## config.mk

```make
export PLATFORM = sky130hd
export DESIGN_NAME = pstr_table_read
export DESIGN_NICKNAME = d
export VERILOG_FILES = /design/src/hdl/pstr_pkg.sv /design/src/hdl/pstr_table_read.sv
export SDC_FILE = /design/constraint.sdc
export NUM_CORES = 1
export LEC_CHECK = 0
export BUFFER_PORTS_ARGS = -buffer_cell sky130_fd_sc_hd__buf_4
export CAP_MARGIN = 20
export CORE_MARGIN = 2
export CORE_UTILIZATION = 42
export CTS_CLUSTER_DIAMETER = 120
export DETAILED_ROUTE_END_ITERATION = 16
export PLACE_DENSITY = 0.8
export SYNTH_ARGS = -nofsm -noshare
export SYNTH_HDL_FRONTEND = slang
export SYNTH_SLANG_ARGS = --single-unit
```

## constraint.sdc

```tcl
create_clock -name clk -period 2 [get_ports clk]
set_input_delay 0.4 -clock clk [delete_from_list [all_inputs] [get_ports clk]]
set_output_delay 0.4 -clock clk [all_outputs]
set_load 0.05 [all_outputs]
```

## src/hdl/pstr_pkg.sv

```systemverilog
/*
 * constants for the program space table read datapath.
 * assumes a 24-bit program word and 16-bit data path of the core.
 */
package pstr_pkg;
	localparam int PROG_W      = 24;
	localparam int DATA_W      = 16;
	localparam int EA_W        = 16;
	localparam int PAGE_W      = 8;
	localparam int PADDR_W     = PAGE_W + EA_W;
	localparam int PAGE_CFG_BIT = 7;
	localparam int LOW_LO_MSB  = 7;
	localparam int LOW_HI_LSB  = 8;
	localparam int LOW_HI_MSB  = 15;
	localparam int HIGH_LSB    = 16;
	localparam int HIGH_MSB    = 23;
	localparam logic [7:0]  ZERO_BYTE  = 8'h00;
	localparam logic [15:0] ZERO_WORD  = 16'h0000;
	localparam logic [7:0]  PAGE_RESET = 8'h00;
	localparam logic [23:0] PC_RESET   = 24'h000000;
	localparam logic [23:0] PC_STEP    = 24'h000002;

	typedef enum logic [1:0] {
		PSTR_OP_RD_LOW,
		PSTR_OP_RD_HIGH,
		PSTR_OP_WR_LOW,
		PSTR_OP_WR_HIGH
	} pstr_op_t;
endpackage

```

## src/hdl/pstr_table_read.sv

```systemverilog
/*
 * table access datapath: page register, program address forming, read data steering.
 * assumes program memory answers prog_rd with prog_rdata one cycle later (synchronous array).
 */
`timescale 1ns/1ps
// Operation
// RULE_01: word-mode low read copies program bits 15:0 to data 15:0.
// RULE_02: byte-mode low read puts selected byte of low word into data low byte.
// RULE_03: word-mode high read returns bits 23:16 low, upper data byte zero.
// RULE_04: byte-mode high read gives selected byte; phantom byte reads zero.
// RULE_05: program counter advances by two per 24-bit program word.
// RULE_06: low ops reach only low word; high ops alone reach upper byte.
// RULE_07: page register bit 7 selects user or configuration space.
// RULE_08: every table op supports byte or word size per instruction.
// RULE_09: program address is page register above the 16-bit effective address.
module pstr_table_read (
	input  wire logic                         clk,
	input  wire logic                         rst_n,
	input  wire logic                         op_valid,
	input  wire pstr_pkg::pstr_op_t           op_kind,
	input  wire logic                         op_byte,
	input  wire logic [pstr_pkg::EA_W-1:0]    op_ea,
	input  wire logic [pstr_pkg::DATA_W-1:0]  op_wdata,
	input  wire logic                         page_we,
	input  wire logic [pstr_pkg::PAGE_W-1:0]  page_wdata,
	input  wire logic                         pc_advance,
	input  wire logic [pstr_pkg::PROG_W-1:0]  prog_rdata,
	output logic [pstr_pkg::PADDR_W-1:0]      prog_addr,
	output logic                              prog_rd,
	output logic                              prog_wr,
	output logic [pstr_pkg::PROG_W-1:0]       prog_wdata,
	output logic [pstr_pkg::PROG_W-1:0]       prog_wmask,
	output logic                              cfg_space,
	output logic [pstr_pkg::PAGE_W-1:0]       page_q,
	output logic [pstr_pkg::PROG_W-1:0]       pc_q,
	output logic [pstr_pkg::DATA_W-1:0]       rd_data,
	output logic                              rd_valid
);
	import pstr_pkg::*;

	logic [PAGE_W-1:0]  page_d;
	logic [PROG_W-1:0]  pc_d;
	logic               pend_q, pend_d;
	logic               phigh_q, phigh_d;
	logic               pbyte_q, pbyte_d;
	logic               psel_q, psel_d;
	logic [DATA_W-1:0]  rd_data_d;

	// request side: address, strobes, write lanes
	always_comb begin
		page_d = page_we ? page_wdata : page_q;
		pc_d   = pc_advance ? pc_q + PC_STEP : pc_q; // RULE_05
		prog_addr  = {page_q, op_ea}; // RULE_09
		cfg_space  = page_q[PAGE_CFG_BIT]; // RULE_07
		prog_rd    = op_valid && (op_kind == PSTR_OP_RD_LOW || op_kind == PSTR_OP_RD_HIGH);
		prog_wr    = op_valid && (op_kind == PSTR_OP_WR_LOW || op_kind == PSTR_OP_WR_HIGH);
		prog_wdata = {op_wdata[7:0], op_wdata};
		prog_wmask = '0;
		// low writes touch bits 15:0 only, high writes bits 23:16 only
		unique case (op_kind)
			PSTR_OP_WR_LOW: begin
				if (!op_byte)
					prog_wmask[LOW_HI_MSB:0] = 16'hFFFF; // RULE_06
				else if (op_ea[0])
					prog_wmask[LOW_HI_MSB:LOW_HI_LSB] = 8'hFF; // RULE_08
				else
					prog_wmask[LOW_LO_MSB:0] = 8'hFF;
				prog_wdata[LOW_HI_MSB:LOW_HI_LSB] = (op_byte && op_ea[0]) ? op_wdata[7:0]
					: op_wdata[15:8];
			end
			PSTR_OP_WR_HIGH: begin
				// phantom byte write is dropped
				if (!op_byte || !op_ea[0])
					prog_wmask[HIGH_MSB:HIGH_LSB] = 8'hFF; // RULE_06
			end
			PSTR_OP_RD_LOW,
			PSTR_OP_RD_HIGH: begin
				// reads leave every lane closed
			end
		endcase
		pend_d  = prog_rd;
		phigh_d = (op_kind == PSTR_OP_RD_HIGH);
		pbyte_d = op_byte;
		psel_d  = op_ea[0];
	end

	// answer side: steer the returned word
	always_comb begin
		rd_data_d = rd_data;
		if (pend_q) begin
			if (!phigh_q) begin
				if (!pbyte_q)
					rd_data_d = prog_rdata[LOW_HI_MSB:0]; // RULE_01
				else if (psel_q)
					rd_data_d = {ZERO_BYTE, prog_rdata[LOW_HI_MSB:LOW_HI_LSB]}; // RULE_02
				else
					rd_data_d = {ZERO_BYTE, prog_rdata[LOW_LO_MSB:0]};
			end else begin
				if (!pbyte_q)
					rd_data_d = {ZERO_BYTE, prog_rdata[HIGH_MSB:HIGH_LSB]}; // RULE_03
				else if (psel_q)
					rd_data_d = ZERO_WORD; // RULE_04
				else
					rd_data_d = {ZERO_BYTE, prog_rdata[HIGH_MSB:HIGH_LSB]};
			end
		end
	end

	always_ff @(posedge clk) begin
		if (!rst_n) begin
			page_q   <= PAGE_RESET;
			pc_q     <= PC_RESET;
			pend_q   <= 1'b0;
			phigh_q  <= 1'b0;
			pbyte_q  <= 1'b0;
			psel_q   <= 1'b0;
			rd_data  <= ZERO_WORD;
			rd_valid <= 1'b0;
		end else begin
			page_q   <= page_d;
			pc_q     <= pc_d;
			pend_q   <= pend_d;
			phigh_q  <= phigh_d;
			pbyte_q  <= pbyte_d;
			psel_q   <= psel_d;
			rd_data  <= rd_data_d;
			rd_valid <= pend_q;
		end
	end
endmodule

```

==> impl_metrics.py, run 1 <==
metrics = {
    "status": {
        "outcome": "finished, final reports clean",
    },
    "synth": {
        "synth_top_family_by_area": "simple AND/OR/NAND/NOR gates",
        "syn_area_per_cell_um2": 8.74,
        "synthCells": 338,
        "ys_async_sr_fraction": 0,
        "synth_fp_nets": 411,
        "synth_edf_count": 0,
        "synth_area_leaders": "dfxtp_1 (35%), buf_4 (16%), nand3_1 (4.9%)",
        "seq_area_frac_synth": 0.352,
        "yosysWarnings": 0,
        "synth-adder-area-share": 0.00423,
        "yosys.area.top_type_share": 0.352,
        "synth_mux_area_frac": 0.0644,
        "synth_top_area_cell": "dfxtp_1",
        "syn_area_um2": 2960,
        "synth_seq_cells": 52,
        "yosysMostFrequentCell": "buf_4",
        "ys.flop_type": "dfxtp_1",
        "synth_compound_area_frac": 0.118,
        "synth_commonest_cells": "buf_4 (64), dfxtp_1 (52), nand3_1 (29)",
        "synth-xor-area-share": 0.0356,
        "yosys.area_share.simple": 0.230,
        "synth.distinct_cells": 39,
    },
    "global_routing": {
        "track_usage": 0.175,
        "antenna_found_initial": 0,
        "grt_pass1_vias": 2344,
        "grt_max_degree": 58,
        "grt_overflow": 0,
        "grt_pass1_wl_um": 10900,
    },
    "final_layout": {
        "drive_gt1_frac": 0.443,
        "antenna-diode-count": 0,
        "n_fill_cell": 635,
        "num-nets-final": 508,
        "area_growth_pct": 32.0,
    },
    "timing": {
        "worstMarginPinSlew_ns": 0.549,
        "relSlewSlack": 0.634,
        "fin_tns_setup_ns": 0,
        "finalHoldViolCount": 0,
        "min_period_over_period": 0.913,
        "fin_crit_ns": 1.83,
        "achievable-frequency_ghz": 0.548,
        "drv_slew": 0,
        "setup_ws_ns": 0.174,
        "rsz0062_at_grt": "no",
        "setup_violations": 0,
        "skew_ns": 0.00375,
    },
    "drt": {
        "ant_nets": 0,
        "drc": 0,
        "drt_pre_antenna_iters": 4,
        "routed_wl_um": 7030,
        "drt-initial-drc-count": 70,
        "vias": 2610,
        "routed_via_density": 4.91,
        "post_drt_wl_per_cell_um": 13.2,
    },
    "setup_path": {
        "setup.worst_path.class": "in2out",
        "cp.required_ns": 1.60,
        "cp-end-kind": "output pin",
        "crit_fanout": 8,
        "cp_data_arrival_time_ns": 1.43,
        "reg2reg_to": "pc_q[19]$_SDFFE_PN0P_",
        "rr_worst_depth": 5,
        "r2r_slack_ns": 0.29,
        "start_kind": "input port",
        "r2r_start": "pc_q[1]$_SDFFE_PN0P_",
    },
    "die": {
        "io_pins": 196,
        "core-area_um2": 6790,
        "rows": 30,
        "start_util": 0.435,
        "chipWidth_um": 87.9,
        "die-area_um2": 7720,
        "die_y_um": 87.9,
    },
    "worst_hold_path": {
        "min_to": "pbyte_q$_SDFF_PN0_",
        "holdCritStartpoint": "op_byte",
        "hold_path.class": "in2reg",
        "hold_path_depth": 2,
    },
    "cts": {
        "cts_tree": "yes",
        "numClockSinks": 52,
        "numCtsBuffers": 5,
        "clk_pin_slew_worst_paths_ns": 0.09,
        "cts-root-buf": "clkbuf_8",
        "clk_latency_ns": 0.30,
        "cts_max_path_buffers": 2,
        "h-tree-depth": 2,
    },
    "power": {
        "p_leak_nw": 1.81,
        "irDropWorstVdd_mv": 0.332,
        "p_per_area_nw_per_um2": 627,
    },
    "job": {
        "max_cap_violations": 0,
    },
    "place": {
        "place_ws_ns": 0.00644,
        "io_buffers": 164,
        "dpl.hpwl_um": 5440,
        "gp_congestion": 0.798,
    },
}
-- state kept, by name, indices dropped and copies added, names as in the netlist --
signal and count:
psel_q 1, rd_valid 1, pc_q 23, pend_q 1
phigh_q 1, page_q 8, rd_data 16, pbyte_q 1
-- per-stage QoR --
stage	total power, mW	util	hold WS (ns)	std cells	instance area (um^2)
after global routing	2.55	0.574	0.335	532	3900
after detailed placement	1.84	0.559	0.477	523	3790
after CTS	2.47	0.573	0.341	531	3890
after floorplan	1.73	-	0.522	338	2960
after global placement	1.83	0.559	0.470	523	3790
final	2.45	0.574	0.351	532	3900
-- worst max-delay path by stage --
stage / from / endpoint / slack, ns / depth (start not counted)
final: op_kind[0] / prog_wmask[12] / 0.17 / 4
after global routing: pc_q[1]$_SDFFE_PN0P_ / pc_q[17]$_SDFFE_PN0P_ / 0.08 / 5
after CTS: op_kind[0] / prog_wdata[14] / 0.005 / 4
after detailed placement: op_kind[0] / prog_wdata[14] / 0.006 / 4
after global placement: op_kind[0] / prog_wdata[14] / 0.07 / 4
after floorplan: op_kind[0] / prog_wmask[10] / -0.32 / 3
-- cells by family after synthesis --
logic type / after synthesis
simple gates: 116
fa+ha+maj: 1
other cells: 1
xor+xnor: 12
flops: 52
mux: 18
buf+inv: 85
compound gates: 53
-- what timing repair did --
item | 4_1_cts | 5_1_grt
setup endpoints to repair | 0 | 9
hold buffers | 0 | 0
resized for setup | 0 | 1
buffers inserted | 0 | 1
-- layout by cell type, fill, tap and decap left out, drive strengths merged, types with 2 or more instances in the layout --
cell type  count
nand2b        13
buf          171
a21o           8
or3            5
and2          16
xnor2         10
o21ai         13
xor2           2
mux2           8
and4           7
mux2i         10
nand3         29
nand4          6
o211ai         4
a21boi        13
nand2         22
clkbuf         6
and3b          2
a31oi          8
o31ai          4
inv            5
dfxtp         52
a21oi          3
nor2b         10
-- where the power goes --
part	internal [mW]	switching (mW)	total [mW]
clock	0.284	0.348	0.632
combinational	0.249	0.470	0.718
sequential	1.07	0.0298	1.10
total	1.60	0.847	2.45
-- layer usage --
layer  share of wire  up-vias  global-route usage
met4           0.021        0              0.0601
met1            0.41     1188               0.213
met2            0.49      126               0.300
met5               0        -                   0
li1                -     1284                   -
met3           0.084       12              0.0424
-- critical path: stages --
cell and delay (ns):
buf_4 0.12, nand2b_1 0.15, a21oi_1 0.45, buf_4 0.30
-- layout make-up --
| cell class | count | area (um^2) | area share |
|---|---|---|---|
| inverters | 4 | 15.0 | 0.00385 |
| repair buffers | 171 | 1280 | 0.329 |
| clock inverters | 2 | 13.8 | 0.00353 |
| clock buffers | 6 | 82.6 | 0.0212 |
| multi-input cells | 201 | 1340 | 0.344 |
| flip-flops and latches | 52 | 1040 | 0.267 |
| well taps | 96 | 120 | 0.0308 |
No activity file was read; power rests on OpenSTA's default activity.
==> inputs of run 2 (changes only) <==
--- a/config.mk
+++ b/config.mk
@@ -12,6 +12,7 @@
 export CTS_CLUSTER_DIAMETER = 120
 export DETAILED_ROUTE_END_ITERATION = 16
 export PLACE_DENSITY = 0.8
+export REMOVE_ABC_BUFFERS = 1
 export SYNTH_ARGS = -nofsm -noshare
 export SYNTH_HDL_FRONTEND = slang
 export SYNTH_SLANG_ARGS = --single-unit
==> impl_metrics.py, run 2 (synthesis gave the netlist of run 1 again) <==
metrics = {
    "timing": {
        "finalHoldViolCount": 0,
        "fin_crit_ns": 1.82,
        "achievable-frequency_ghz": 0.549,
        "relSlewSlack": 0.623,
        "drv_slew": 0,
        "min_period_over_period": 0.911,
        "hold_ws_ns": 0.331,
        "fin_tns_setup_ns": 0,
        "worstMarginPinSlew_ns": 0.564,
        "rsz0062_at_grt": "no",
        "setup_ws_ns": 0.178,
        "setup_violations": 0,
        "skew_ns": 0.00676,
    },
    "place": {
        "placed_cell_area_um2": 3780,
        "place_inst": 522,
        "io_buffers": 164,
        "place_ws_ns": 0.0680,
        "gp_congestion": 0.852,
        "dpl.hpwl_um": 5820,
    },
    "power": {
        "power_mw": 2.54,
        "irDropWorstVdd_mv": 0.323,
        "p_leak_nw": 1.81,
        "p_per_area_nw_per_um2": 649,
    },
    "final_layout": {
        "area_growth_pct": 32.1,
        "largest_reg_flops": 23,
        "antenna-diode-count": 0,
        "n_fill_cell": 616,
        "finalNonFillerCells": 531,
        "drive_gt1_frac": 0.439,
        "mostFrequentLayoutCells": "buf_4 (170), dfxtp_1 (52), nand3_1 (29), nand2_1 (22), and2_1 (16)",
        "stdcell_area_um2": 3910,
        "final_common_cell": "buf_4",
        "post-route-util": 0.575,
        "reg.largest.list": "pc_q: 23 flops, rd_data: 16 flops, page_q: 8 flops",
        "num-nets-final": 507,
        "top_register": "pc_q",
    },
    "drt": {
        "post_drt_wl_per_cell_um": 14.1,
        "drt_pre_antenna_iters": 4,
        "drc": 0,
        "routed_via_density": 4.94,
        "drt-initial-drc-count": 98,
        "ant_nets": 0,
        "vias": 2621,
        "routed_wl_um": 7500,
    },
    "cts": {
        "h-tree-depth": 2,
        "numClockSinks": 52,
        "cts_max_path_buffers": 2,
        "numCtsBuffers": 5,
        "cts-root-buf": "clkbuf_8",
        "cts_tree": "yes",
        "clk_latency_ns": 0.30,
        "clk_pin_slew_worst_paths_ns": 0.09,
        "hold_buffers": 0,
    },
    "job": {
        "max_cap_violations": 0,
    },
    "global_routing": {
        "grt_overflow": 0,
        "grt_pass1_wl_um": 11600,
        "grt_max_degree": 58,
        "grt_pass1_vias": 2336,
        "track_usage": 0.190,
        "antenna_found_initial": 0,
    },
    "die": {
        "chipWidth_um": 87.9,
        "start_util": 0.435,
        "core-area_um2": 6790,
        "io_pins": 196,
        "rows": 30,
        "die_y_um": 87.9,
        "die-area_um2": 7720,
    },
    "setup_path": {
        "cpLargestDelayFamily": "simple AND/OR/NAND/NOR gates",
        "crit_buf_inv": 0,
        "cp_data_arrival_time_ns": 2.04,
        "slowest_delay_ns": 0.46,
        "cp-end-kind": "flip-flop",
        "worstPathCellList": "ha_2 > and4_2 > nand4_4 > or3_1 > a21boi_0",
        "cp.required_ns": 2.22,
        "cp_slowest_cell": "dfxtp_1",
        "crit_fanout": 9,
        "setup.worst_path.class": "reg2reg",
        "start_kind": "flip-flop",
    },
    "status": {
        "outcome": "finished, final reports clean",
    },
    "worst_hold_path": {
        "hold_path.class": "in2reg",
    },
}
## run 2: routing by layer
layer | share of wire | GRT usage | vias to the layer above | routed length (um)
met4 | 0.012 | 0.0476 | 0 | 90
met5 | 0 | 0 | - | 0
met2 | 0.50 | 0.324 | 131 | 3760
met3 | 0.094 | 0.0782 | 7 | 706
li1 | - | - | 1287 | -
met1 | 0.39 | 0.221 | 1196 | 2940
## run 2: area by class of cell
type | instances | area, um^2 | share of cell area
clock buffers | 5 | 68.8 | 0.0176
clock inverters | 3 | 42.5 | 0.0109
inverters | 4 | 15.0 | 0.00384
multi-input cells | 201 | 1340 | 0.343
flip-flops and latches | 52 | 1040 | 0.267
well taps | 96 | 120 | 0.0308
repair buffers | 170 | 1280 | 0.327
## run 2: report_power, final
group | switching [mW] | internal (mW)
Clock | 0.347 | 0.371
Sequential | 0.0317 | 1.07
Combinational | 0.471 | 0.249
## run 2: worst paths after layout
check | startpoint | to | slack, ns | cells after the start
setup / recovery | pc_q[1]$_SDFFE_PN0P_ | pc_q[17]$_SDFFE_PN0P_ | 0.18 | 5
hold / removal | op_byte | pbyte_q$_SDFF_PN0_ | 0.33 | 2
setup reg to reg | pc_q[1]$_SDFFE_PN0P_ | pc_q[17]$_SDFFE_PN0P_ | 0.18 | 5
hold reg to reg | rd_data[10]$_SDFFE_PN0P_ | rd_data[10]$_SDFFE_PN0P_ | 0.48 | 2
## run 2: repair_timing
item | 4_1_cts | 5_1_grt
resized for setup | 0 | 1
endpoints found under the hold margin | 0 | 0
setup endpoints to repair | 0 | 3
buffers inserted | 0 | 1
